## config.mk

```make
export PLATFORM = sky130hd
export DESIGN_NAME = adcsf_status
export DESIGN_NICKNAME = d
export VERILOG_FILES = /design/src/design/adcsf_pkg.sv /design/src/design/adcsf_status.sv
export SDC_FILE = /design/constraint.sdc
export NUM_CORES = 1
export LEC_CHECK = 0
export BUFFER_PORTS_ARGS = -buffer_cell sky130_fd_sc_hd__buf_2
export CORE_MARGIN = 3
export CORE_UTILIZATION = 49
export DETAILED_ROUTE_END_ITERATION = 8
export GPL_TIMING_DRIVEN = 0
export PLACE_DENSITY_LB_ADDON = 0.1
export SYNTH_ARGS = -nofsm -noshare
export SYNTH_HDL_FRONTEND = slang
export SYNTH_SLANG_ARGS = --single-unit
```

## constraint.sdc

```tcl
create_clock -name clk_sys -period 2.8 [get_ports clk_sys]
set_input_delay 0.28 -clock clk_sys [delete_from_list [all_inputs] [get_ports clk_sys]]
set_output_delay 0.28 -clock clk_sys [all_outputs]
set_load 0.01 [all_outputs]
```

## src/design/adcsf_pkg.sv

```systemverilog
// Constants for the converter status flag register.
// Assumes an 8-bit special-function bus with byte and bit access.
package adcsf_pkg;
	// ****************************************
	// Register placement and reset
	// ****************************************
	localparam logic [7:0] ADCSF_ADDR      = 8'hd8; // Byte address
	localparam logic [7:0] ADCSF_BIT_BASE  = 8'hd8; // First bit address
	localparam logic [7:0] ADCSF_RESET     = 8'h00;
	localparam logic [7:0] ADCSF_USED_MASK = 8'hfc; // Bits 1:0 unused

	// ****************************************
	// Field positions
	// ****************************************
	localparam logic [2:0] ADCSF_RDY_PRI = 3'h7;
	localparam logic [2:0] ADCSF_RDY_AUX = 3'h6;
	localparam logic [2:0] ADCSF_CAL     = 3'h5;
	localparam logic [2:0] ADCSF_NOREF   = 3'h4;
	localparam logic [2:0] ADCSF_ERR_PRI = 3'h3;
	localparam logic [2:0] ADCSF_ERR_AUX = 3'h2;

	// Default converter result width
	localparam int ADCSF_RES_W = 24;
endpackage

```

## src/design/adcsf_status.sv

```systemverilog
// Converter status flag register for a primary and an auxiliary converter.
// Assumes all converter-side inputs are on clk_sys; ref_bad comes from
// a pin comparator and is synchronised here.
// Behaviour
// RULE1 - Bit-addressable status byte at D8, resets 00
// RULE2 - Primary ready sets on conversion or calibration
// RULE3 - Primary ready clears by zero write, calibration start
// RULE4 - Set primary ready blocks result and calibration writes
// RULE5 - Auxiliary ready behaves like primary ready
// RULE6 - Calibration flag sets only on calibration finish
// RULE7 - Calibration flag clears only on mode write
// RULE8 - Auxiliary calibration on temperature sensor never completes
// RULE9 - Missing reference flags while any converter active
// RULE10 - Missing reference forces results to all ones
// RULE11 - Only first reference pair checked, clears when valid
// RULE12 - Primary error sets on clamped result
// RULE13 - Primary error flags failed calibration write
// RULE14 - Primary error clears on conversion or calibration start
// RULE15 - Auxiliary error behaves like primary error
// RULE16 - Writes to bits 1 and 0 ignored
// RULE17 - Bits 1 and 0 read as zero
// RULE18 - Hardware set beats software clear
`timescale 1ns/100ps
module adcsf_status #(
	parameter int RES_W = adcsf_pkg::ADCSF_RES_W
) (
	input  wire logic             clk_sys,
	input  wire logic             rstn,
	input  wire logic [7:0]       sfr_addr,
	input  wire logic             sfr_wr,
	input  wire logic [7:0]       sfr_wdata,
	input  wire logic             sfr_rd,
	output logic      [7:0]       sfr_rdata,
	input  wire logic             bit_wr,
	input  wire logic [7:0]       bit_addr,
	input  wire logic             bit_wdata,
	output logic                  bit_rdata,
	input  wire logic             pri_conv_valid,
	input  wire logic [RES_W-1:0] pri_conv_data,
	input  wire logic             pri_cal_done,
	input  wire logic             pri_cal_fail,
	input  wire logic             pri_mode_conv,
	input  wire logic             pri_mode_cal,
	input  wire logic             aux_conv_valid,
	input  wire logic [RES_W-1:0] aux_conv_data,
	input  wire logic             aux_cal_done,
	input  wire logic             aux_cal_fail,
	input  wire logic             aux_mode_conv,
	input  wire logic             aux_mode_cal,
	input  wire logic             aux_temp_sel,
	input  wire logic             adc_active,
	input  wire logic             ref_bad,
	output logic      [RES_W-1:0] pri_result,
	output logic                  pri_result_load,
	output logic                  pri_cal_load,
	output logic      [RES_W-1:0] aux_result,
	output logic                  aux_result_load,
	output logic                  aux_cal_load
);

	// ****************************************
	// Helpers
	// ****************************************
	// True when a value sits on either rail
	function automatic logic is_rail(input logic [RES_W-1:0] v);
		is_rail = (v == '0) || (v == '1);
	endfunction

	// ****************************************
	// Flag state
	// ****************************************
	logic [1:0]       rdy;     // Index 0 primary, 1 auxiliary
	logic [1:0]       err;
	logic             cal;
	logic             noref;
	logic             ref_s1;
	logic             ref_s2;
	logic [7:0]       status;

	// ****************************************
	// Register access decode
	// ****************************************
	logic             byte_wr;
	logic             bit_hit;
	logic [7:0]       sw_zero;
	logic             byte_hit_rd;

	assign byte_wr     = sfr_wr && (sfr_addr == adcsf_pkg::ADCSF_ADDR);
	assign byte_hit_rd = sfr_rd && (sfr_addr == adcsf_pkg::ADCSF_ADDR);
	assign bit_hit     = bit_addr[7:3] == adcsf_pkg::ADCSF_BIT_BASE[7:3];
	// Positions software wrote zero to; bits 1:0 masked off [RULE16]
	assign sw_zero = adcsf_pkg::ADCSF_USED_MASK & (byte_wr ? ~sfr_wdata :
		(bit_wr && bit_hit && !bit_wdata) ? (8'h01 << bit_addr[2:0]) : 8'h00);

	// Status byte image, unused bits zero [RULE1] [RULE17]
	assign status = {rdy[0], rdy[1], cal, noref, err[0], err[1], 2'b00};

	// ****************************************
	// Converter side
	// ****************************************
	logic [1:0]       cv;
	logic [1:0]       cd;
	logic [1:0]       cf;
	logic [1:0]       mconv;
	logic [1:0]       mcal;
	logic [1:0]       conv_acc;
	logic [1:0]       cal_acc;
	logic [1:0]       set_rdy;
	logic [1:0]       clr_rdy;
	logic [1:0]       set_err;
	logic [1:0]       clr_err;
	logic [1:0]       next_rdy;
	logic [1:0]       next_err;
	logic             next_cal;
	logic             next_noref;
	logic             mode_wr;
	logic [RES_W-1:0] wr_val [2];
	logic [RES_W-1:0] res [2];
	logic [1:0]       res_load;
	logic [1:0]       cal_load;

	assign cv    = {aux_conv_valid, pri_conv_valid};
	// Temperature-sensor calibration is dropped, never completes [RULE8]
	assign cd    = {aux_cal_done && !aux_temp_sel, pri_cal_done};
	assign cf    = {aux_cal_fail, pri_cal_fail};
	assign mconv = {aux_mode_conv, pri_mode_conv};
	assign mcal  = {aux_mode_cal, pri_mode_cal};

	// Nothing lands while ready is still up [RULE4] [RULE5]
	assign conv_acc = cv & ~rdy;
	assign cal_acc  = cd & ~rdy;

	// Result written, forced to ones on missing reference [RULE10]
	assign wr_val[0] = noref ? '1 : pri_conv_data;
	assign wr_val[1] = noref ? '1 : aux_conv_data;

	// Ready set on completion, cleared by zero write or cal start [RULE2] [RULE3] [RULE5]
	assign set_rdy = conv_acc | cal_acc;
	assign clr_rdy = {sw_zero[adcsf_pkg::ADCSF_RDY_AUX], sw_zero[adcsf_pkg::ADCSF_RDY_PRI]} | mcal;

	// Error on rail result or failed cal write [RULE12] [RULE13] [RULE15]
	assign set_err[0] = (conv_acc[0] && is_rail(wr_val[0])) || (cal_acc[0] && cf[0]);
	assign set_err[1] = (conv_acc[1] && is_rail(wr_val[1])) || (cal_acc[1] && cf[1]);
	assign clr_err    = mconv | mcal; // [RULE14] [RULE15]

	// Set beats clear so no event is lost [RULE18]
	assign next_rdy = set_rdy | (rdy & ~clr_rdy);
	assign next_err = set_err | (err & ~clr_err);

	// Calibration flag: set by finish, cleared only by a mode write [RULE6] [RULE7]
	assign mode_wr  = |(mconv | mcal);
	assign next_cal = (|cal_acc) || (cal && !mode_wr);

	// First reference pair only; second pair has no input here [RULE9] [RULE11]
	assign next_noref = adc_active && ref_s2;

	// ****************************************
	// Reference pin synchroniser
	// ****************************************
	// Two stages; comparator output is asynchronous to clk_sys
	// Only the second stage feeds logic, the first may still be settling
	always_ff @(posedge clk_sys or negedge rstn) begin
		if (!rstn) begin
			ref_s1 <= 1'b0;
			ref_s2 <= 1'b0;
		end else begin
			ref_s1 <= ref_bad;
			ref_s2 <= ref_s1;
		end
	end

	// ****************************************
	// Flag registers
	// ****************************************
	// Power-on value 00 [RULE1]
	always_ff @(posedge clk_sys or negedge rstn) begin
		if (!rstn) begin
			rdy   <= 2'b00;
			err   <= 2'b00;
			cal   <= 1'b0;
			noref <= 1'b0;
		end else begin
			rdy   <= next_rdy;
			err   <= next_err;
			cal   <= next_cal;
			noref <= next_noref;
		end
	end

	// ****************************************
	// Result registers and load strobes
	// ****************************************
	// Cal registers only update on a clean calibration
	assign res_load = conv_acc;
	assign cal_load = cal_acc & ~cf;

	always_ff @(posedge clk_sys or negedge rstn) begin
		if (!rstn) begin
			res[0] <= '0;
			res[1] <= '0;
		end else begin
			if (res_load[0]) begin
				res[0] <= wr_val[0];
			end
			if (res_load[1]) begin
				res[1] <= wr_val[1];
			end
		end
	end

	// Strobes registered so outputs come from flops
	always_ff @(posedge clk_sys or negedge rstn) begin
		if (!rstn) begin
			pri_result_load <= 1'b0;
			aux_result_load <= 1'b0;
			pri_cal_load    <= 1'b0;
			aux_cal_load    <= 1'b0;
		end else begin
			pri_result_load <= res_load[0];
			aux_result_load <= res_load[1];
			pri_cal_load    <= cal_load[0];
			aux_cal_load    <= cal_load[1];
		end
	end

	assign pri_result = res[0];
	assign aux_result = res[1];

	// ****************************************
	// Read data
	// ****************************************
	// Read data lags the request by one edge; other addresses read zero
	always_ff @(posedge clk_sys or negedge rstn) begin
		if (!rstn) begin
			sfr_rdata <= adcsf_pkg::ADCSF_RESET;
			bit_rdata <= 1'b0;
		end else begin
			sfr_rdata <= byte_hit_rd ? status : 8'h00; // [RULE1] [RULE17]
			bit_rdata <= bit_hit && status[bit_addr[2:0]];
		end
	end
endmodule

```

# Yosys cells after proc, flatten, opt, wreduce, memory -nomap -nowiden
# Cells that the tools add are included.
[word_totals]
reg_bits = 69
in_bits = 91
out_inout_bits = 61
word_cells = 66
[op_classes]
magnitude_cmp = 1
eq_ne = 4
n_shift = 1
muxes = 7
bitwise = 15
reduce_logical = 24
[op_table]
columns = ["op", "count"]
rows = [
  ["24-bit equality test (second input constant)", 2],
  ["24-bit logical NOT", 2],
  ["24-bit 2-to-1 mux", 2],
  ["8-bit 2-to-1 mux", 3],
  ["1-bit logical AND", 12],
  ["2-bit bitwise AND", 5],
  ["2-bit bitwise OR", 5],
  ["8-bit equality test (second input constant)", 1],
  ["2-bit NOT", 4],
  ["8-bit NOT", 1],
  ["1-bit by 3-bit left shift with 8-bit output (first input constant)", 1],
  ["5-bit equality test (second input constant)", 1],
  ["1-bit logical OR", 5],
  ["3-bit by 4-bit < comparator with 1-bit output (second input constant)", 1],
  ["2-bit OR reduction", 2],
  ["1-bit binary-select mux with 3-bit select", 1],
  ["1-bit logical NOT", 3],
  ["1-bit 2-to-1 mux", 1],
]

# Depth between registers and ports, before layout
# Gate-level depths: netlist of the first run.
[logic_depth]
ltp_word = 9
mapped_depth = 6
depth_no_buf = 4

# Worst setup path before layout of the first run
# Ideal clock, no wire load.
[synth_path]
path_type = "reg-to-reg"
from = "reg rdy[0]"
to = "reg bit_rdata"
setup_time_ns = 0.118
t_arrival_ns = 1.034
required_time_ns = 2.682
slack_ns = 1.648
path_stages_with_launch = 4
path_buffers = 0
synth_period_minus_slack_ns = 1.152
path_cell_list = "dfrtp_1 mux4_2 a21oi_1 nor2_1"
[synth_via]
elab_chain_len = 3
[synth_rtl]
columns = ["element", "line_no", "rtl"]
rows = [
  ["start, declared", "adcsf_status.sv:72", "logic [1:0] rdy;"],
  ["start signal, assigned", "adcsf_status.sv:183", "rdy <= next_rdy;"],
  ["1-bit binary-select mux with 3-bit select", "adcsf_status.sv:239", "bit_rdata <= bit_hit && status[bit_addr[2:0]];"],
  ["1-bit 2-to-1 mux (not written as such)", "adcsf_status.sv:239", ""],
  ["1-bit logical AND", "adcsf_status.sv:239", ""],
  ["end signal, assigned", "adcsf_status.sv:239", ""],
  ["end, declared", "adcsf_status.sv:37", "output logic bit_rdata,"],
]
# Every way passes these cells. The select of a mux whose other input is x is not followed.
# A chain may end at the register's enable or synchronous reset.

# Worst setup path in the final report of the first run
[layout_path]
from = "reg noref"
to = "reg err[1]"
[layout_via]
elab_chain_len = 6
word_cells_on_any_way = 7
classes_between = "1 x eq/ne; 1 x mux; 1 x bitwise; 4 x reduce/logical"
[layout_rtl]
columns = ["element", "line_no", "rtl"]
rows = [
  ["start, declared", "adcsf_status.sv:75", "logic noref;"],
  ["start signal, assigned", "adcsf_status.sv:186", "noref <= next_noref;"],
  ["24-bit 2-to-1 mux (*)", "adcsf_status.sv:135", "assign wr_val[1] = noref ? '1 : aux_conv_data;"],
  ["24-bit equality test or 24-bit logical NOT (tied branches)", "adcsf_status.sv:66", "is_rail = (v == '0) || (v == '1);"],
  ["1-bit logical OR (*)", "adcsf_status.sv:66", ""],
  ["1-bit logical AND (*)", "adcsf_status.sv:143", "assign set_err[1] = (conv_acc[1] && is_rail(wr_val[1])) || (cal_acc[1] && cf[1]);"],
  ["1-bit logical OR (*)", "adcsf_status.sv:143", ""],
  ["2-bit bitwise OR (*)", "adcsf_status.sv:148", "assign next_err = set_err | (err & ~clr_err);"],
  ["via next_err[1]", "adcsf_status.sv:113", "logic [1:0] next_err;"],
  ["end signal, assigned", "adcsf_status.sv:184", "err <= next_err;"],
  ["end, declared", "adcsf_status.sv:73", "logic [1:0] err;"],
]
# The timed path passes the listed nets; every way through them passes the cells marked *.

==> metrics, run 1 <==
Area contributors post-synth=dfrtp_1 (57%), nand2_1 (12%), o21ai_0 (7.8%); vias in the first global route=2735; worst path arrival time=1.69 ns; detailed placer's ending HPWL=5950 um; drt pass-1 iters=5; CTS tree=done; GRT Util Overall=22.4%; leakage=2.14 nW; initial antenna violation count=0; average size of a mapped cell=9.50 sq um; non-filler cells, final=543; ant diodes=0; Util after Layout=70.2%; total gr overflow=0; Post-synth EDFFs=0; top cell type's share of synthesized area=56.7%; routed len/inst=14.1 um; fin nets=557; # placed instances=527; cells after synthesis=311; Initial Utilization=52.1%; XOR/XNOR Fraction of Synth Area=0%; via/cell ratio=5.27; final setup fails=0; layout cell share with drive strength beyond 1=38.6%; RR Endpoint=err[1]; M1 WL=3250 um; Max rail drop VDD=0.000411 V; Slew @ Worst Pin=0.818 ns; initial drt markers=196; Seq/Total Area, Yosys=56.7%; PostCTS Resize Cnt=0; largest net degree at the start of global routing=68; Adder-Cell Fraction of Synth Area=0%; CP Class=flop to flop; area of the core=0.00568 sq mm; status=complete, no violations; Top delay family on crit path=simple AND/OR/NAND/NOR gates; FF+latch count, synth=67; Detailed Route WL=7640 um; CTS Buf Count=9; Placer Congestion=0.886; Worst path most repeated cell=nand4_1; I/O Buffers=143; fin crit share=50.6%; # H-tree levels=3; synth warn=0; TNS Setup=0 ns; Die ar.=0.00700 sq mm; Worst R2R Path Depth=4; min Tclk post-route=1.42 ns; Critical Path Fanout Max=10; CP Capture Type=flop; Post-CTS Hold Fix Bufs=0; Netlist cell types=36; drt drc=0; final hold violation count=0; Tightest Hold Check Type=primary input to async pin; Hold Slack=0.0368 ns; # Max-Cap Violations=0; # IOs=152; biggest cell delay along the critical path=0.48 ns; max frequency=706 MHz; post-synthesis mux area share=1.78%; Detail Route Antenna Nets=0; CTS Root Buffer Type=clkbuf_8; Reg clk slew, reported paths=0.07 ns; largest family of logic cells by synthesized area=simple AND/OR/NAND/NOR gates; Max stage delay cell, worst path=dfrtp_1; Clock Tree Buf Depth=2; setup bufs post-CTS=0; P per Cell Area=771 mW/mm^2; # clock sinks=67; Synth async-reset ratio=100%; post-route cell area=0.00398 sq mm; met2 wire len=3610 um; die height=83.7 um; Mapped Area=0.00296 sq mm; Worst-Skew Late Latency=0.33 ns; Synth area leader=dfrtp_1; nature of the critical path startpoint=flop; crit-path cells=buf_2 -> nor3_1 -> nand4_1 -> nand4_1; first-pass GRT wire length=12700 um; Row Count=27; routed length on met3=640 um; DP Area=0.00377 sq mm; RSZ-0062 raised after global routing=false; post-synthesis compound-gate area fraction=9.57%; pins over their slew limit=0; relative slew slack=45.5%; vias=2864; start of the worst register-to-register path=noref; die width=83.7 um; Buffers & Inverters on Critical Path=1; Final Skew=0.00604 ns; Synth Area in Simple Gates=27.8%; Top Metal Used=met4; Crit path required time=3.07 ns; flop2flop setup slack=1.38 ns; ys flop type=dfrtp_1; Area Overhead vs Synth=34.8%
flip-flops by register name (all words and copies together), names as in the netlist:
name,cells
pri_cal_load,1
aux_cal_load,1
aux_result,24
aux_result_load,1
ref_s1,1
noref,1
rdy,2
bit_rdata,1
pri_result_load,1
sfr_rdata,6
err,2
pri_result,24
cal,1
ref_s2,1
synth_stat cells, types with 2 or more instances:
| cell | count |
|---|---|
| a21oi_1 | 2 |
| a22oi_1 | 2 |
| and2_1 | 7 |
| and4b_1 | 3 |
| buf_2 | 6 |
| buf_4 | 5 |
| buf_6 | 2 |
| clkbuf_1 | 4 |
| dfrtp_1 | 67 |
| mux2i_1 | 3 |
| nand2_1 | 96 |
| nand2b_1 | 2 |
| nand3_1 | 4 |
| nand4_1 | 16 |
| nor2_1 | 12 |
| nor3_1 | 5 |
| nor4_1 | 10 |
| nor4_2 | 2 |
| o21ai_0 | 46 |
logic make-up after synthesis:
kind of cell,after synthesis
simple gates,166
flops,67
compound gates,53
buf+inv,20
mux,4
other cells,1
cells in the final DEF, fill, tap and decap left out, drive strengths merged, types with 6 or more instances in the layout:
cell	synthesis	layout
nor2	12	12
buf	13	156
o21ai	46	46
and2	7	7
clkbuf	4	13
nand2	96	96
dfrtp	67	67
nand4	16	16
nor4	12	12
nor3	6	6
worst register-to-register path: stages, from the launching register on:
cell     delay [ns]
dfrtp_1        0.48
buf_2          0.24
nor3_1         0.32
nand4_1        0.19
nand4_1        0.13
final cells by class:
type                    instances  area (sq um)
plain buffers                  17           105
clock buffers                   9           124
clock inverters                 7          92.6
fillers                       493          1690
inverters                       3          13.8
multi-input cells             225          1160
flip-flops and latches         67          1680
well taps                      72          90.1
repair buffers                143           718
per-stage QoR:
step           worst slack, ns  power [W]
2_1_floorplan             1.65    0.00180
3_3_place_gp              1.20    0.00221
3_5_place_dp              1.43    0.00224
4_1_cts                   1.41    0.00310
5_1_grt                   1.31    0.00327
6_report                  1.38    0.00307
power breakdown:
group	switching [W]	total (W)	internal [W]	leakage, nW
Clock	0.000360	0.000857	0.000497	0.101
Sequential	0.000136	0.00136	0.00122	0.824
Combinational	0.000496	0.000853	0.000357	1.22
worst max path at each step:
stage,start,to,slack (ns),cells past startpoint
detailed placement,rdy[0],err[0],1.43,5
global placement,rstn,pri_result[6],1.20,1
finish,noref,err[1],1.38,4
CTS,noref,err[1],1.41,4
global route,rdy[0],err[0],1.31,5
floorplan,rdy[0],bit_rdata,1.65,3
per-layer routing:
| metal | track usage [%] | vias to the layer above |
|---|---|---|
| li1 | - | 1382 |
| met3 | 5.73 | 15 |
| met4 | 8.63 | 0 |
| met1 | 30.2 | 1335 |
| met2 | 35.1 | 132 |
| met5 | 0 | - |
Note: power is estimated with default switching activity, not from simulation.
==> run 2: changes to the inputs <==
--- a/config.mk
+++ b/config.mk
@@ -7,7 +7,7 @@
 export LEC_CHECK = 0
 export BUFFER_PORTS_ARGS = -buffer_cell sky130_fd_sc_hd__buf_2
 export CORE_MARGIN = 3
-export CORE_UTILIZATION = 49
+export CORE_UTILIZATION = 41
 export DETAILED_ROUTE_END_ITERATION = 8
 export GPL_TIMING_DRIVEN = 0
 export PLACE_DENSITY_LB_ADDON = 0.1
==> constraint.sdc (replaced) <==
create_clock -name clk_sys -period 1.2 [get_ports clk_sys]
set_input_delay 0.12 -clock clk_sys [delete_from_list [all_inputs] [get_ports clk_sys]]
set_output_delay 0.12 -clock clk_sys [all_outputs]
set_load 0.01 [all_outputs]
==> metrics, run 2 (synthesis results as in run 1) <==
commonest non-fill, non-tap cell in the layout=buf_2 (unchanged); met1 track demand over resource=25.2% (was 30.2%); RSZ-0062 raised after global routing=true (was false); status=finished, violations left (was complete, no violations); I/O Buffers=143 (unchanged); final hold violation count=0 (unchanged); Row Count=30 (was 27); Psw=0.00238 W (was 0.000991 W); non-filler cells, final=576 (was 543); leading cell types in the layout, fill and taps excluded=buf_2 (145), nand2_1 (96), dfrtp_1 (66), o21ai_0 (40), nand4_1 (16) (was buf_2 (148), nand2_1 (96), dfrtp_1 (67), o21ai_0 (46), nand4_1 (16)); initial antenna violation count=0 (unchanged); hold_sp=pri_conv_data[18]; largest net degree at the start of global routing=68 (unchanged); Slew @ Worst Pin=0.605 ns (was 0.818 ns); Detail Route Antenna Nets=0 (unchanged); Crit path required time=1.43 ns (was 3.07 ns); fillers=686 (was 493); hold depth=3; Placer Congestion=0.822 (was 0.886); drt pass-1 iters=4 (was 5); flop2flop setup slack=-0.04 ns (was 1.38 ns); worst setup margin=-0.0405 ns (was 1.38 ns); Most Used Layer, Global Route=met2 (unchanged); detailed placer's ending HPWL=6190 um (was 5950 um); P per Cell Area=1790 mW/mm^2 (was 771 mW/mm^2); Max rail drop VDD=0.000934 V (was 0.000411 V); Detailed Route WL=8190 um (was 7640 um); drt drc=0 (unchanged); area of the core=0.00691 sq mm (was 0.00568 sq mm); Worst-Skew Late Latency=0.33 ns (about the same); CTS Root Buffer Type=clkbuf_8 (unchanged); max frequency=806 MHz (was 706 MHz); initial drt markers=87 (was 196); Final Skew=0.00433 ns (was 0.00604 ns); Area Overhead vs Synth=42.5% (was 34.8%); layout cell share with drive strength beyond 1=40.2% (was 38.6%); # H-tree levels=3 (unchanged); Clock power frac=29.9% (was 27.9%); Die ar.=0.00826 sq mm (was 0.00700 sq mm); sequential share of power=42.2% (was 44.3%); fin crit share=103% (was 50.6%); CTS Buf Count=9 (unchanged); RR Endpoint=bit_rdata (was err[1]); CTS tree=done (unchanged); CP Capture Type=flop (unchanged); die height=90.9 um (was 83.7 um); combinational share of power=27.9% (was 27.8%); global-route track usage on met2=34.2% (was 35.1%); Clock Tree Buf Depth=2 (unchanged); min Tclk post-route=1.24 ns (was 1.42 ns); Hold Slack=0.0293 ns (was 0.0368 ns); routed len/inst=14.2 um (was 14.1 um); ant diodes=0 (unchanged); # IOs=152 (unchanged); worst path arrival time=1.47 ns (was 1.69 ns); pins over their slew limit=0 (unchanged); Critical Path Fanout Max=7 (was 10); final setup fails=1 (was 0); cell internal pwr=0.00513 W (was 0.00208 W); nature of the critical path startpoint=flop (unchanged); vias=2843 (was 2864); GRT Util Overall=20.1% (was 22.4%); met3 global-route usage=4.50% (was 5.73%); total gr overflow=0 (unchanged); # Max-Cap Violations=0 (unchanged); Worst R2R Path Depth=3 (was 4); via/cell ratio=4.94 (was 5.27); # clock sinks=67 (unchanged); CP Class=flop to flop (unchanged); Reg clk slew, reported paths=0.07 ns (about the same); start of the worst register-to-register path=noref (unchanged); switching part of the total=31.7% (was 32.3%); leakage=2.24 nW (was 2.14 nW); Worst Hold End=pri_result[18]; vias in the first global route=2809 (was 2735); die width=90.9 um (was 83.7 um); first-pass GRT wire length=13400 um (was 12700 um); failing checks=negative setup slack; Initial Utilization=42.8% (was 52.1%); relative slew slack=59.7% (was 45.5%); Tightest Hold Check Type=primary input to flop (was primary input to async pin); fin nets=566 (was 557); # placed instances=551 (was 527); DP Worst Slack=-0.171 ns (was 1.43 ns)
==> run 2: changes by cell type in the layout (fill, tap and decap cells not counted), sizes merged <==
| cell | delta |
|---|---|
| clkinv | +1 |
| bufinv | +1 |
| buf | +3 |
| dlygate4sd3 | +6 |
| clkinvlp | -2 |
==> run 2: what timing repair did <==
action                                 CTS  global route
endpoints found under the hold margin   72             0
gates resized for setup                 14            16
hold buffers                             6             0
setup endpoints to repair               34            45
buffers inserted                         2             3
pin swaps                                3             6
==> run 2: final cells by class <==
type | instances | area (sq um) | share of cell area, %
multi-input cells | 225 | 1220 | 29.1
flip-flops and latches | 67 | 1680 | 39.9
plain buffers | 15 | 109 | 2.59
clock buffers | 9 | 124 | 2.94
clock inverters | 7 | 116 | 2.76
repair buffers | 154 | 820 | 19.5
well taps | 96 | 120 | 2.85
inverters | 3 | 18.8 | 0.446
==> run 2: critical path, stage by stage, from the launching register on <==
cell and delay [ns]:
dfrtp_2 0.47, mux4_2 0.48, a21oi_2 0.13, nor2_1 0.05
==> run 2: through the flow <==
| step | cell area [sq um] | TNS [ns] | total power, W | util [%] |
|---|---|---|---|---|
| CTS | 4170 | -0.137 | 0.00757 | 60.4 |
| floorplan | 2960 | 0 | 0.00420 | - |
| detailed placement | 3800 | -1.27 | 0.00524 | 55.0 |
| global route | 4210 | -0.491 | 0.00799 | 61.0 |
| global placement | 3790 | -20.37 | 0.00519 | 54.9 |
| finish | 4210 | -0.0405 | 0.00752 | 61.0 |
==> run 2: how the worst max path moves through the flow <==
stage | start | end | cells past startpoint | slack (ns)
3_3_place_gp | rstn | pri_result[10] | 1 | -0.30
6_report | noref | bit_rdata | 3 | -0.04
4_1_cts | noref | bit_rdata | 3 | -0.05
3_5_place_dp | noref | err[1] | 4 | -0.17
5_1_grt | noref | bit_rdata | 3 | -0.10
2_1_floorplan | rdy[0] | bit_rdata | 3 | 0.05
==> run 2: power groups by stage <==
stage               Clock (W)  Combinational [W]  Sequential (W)
finish                0.00225            0.00210         0.00317
global route          0.00237            0.00236         0.00326
detailed placement          0            0.00202         0.00322
CTS                   0.00229            0.00211         0.00318
global placement            0            0.00198         0.00320
floorplan                   0           0.000721         0.00348
==> run 2: layer usage <==
layer,routed length (um),up-vias
met5,0,-
met1,3450,1316
met3,623,13
met2,3990,110
met4,129,0
li1,-,1404
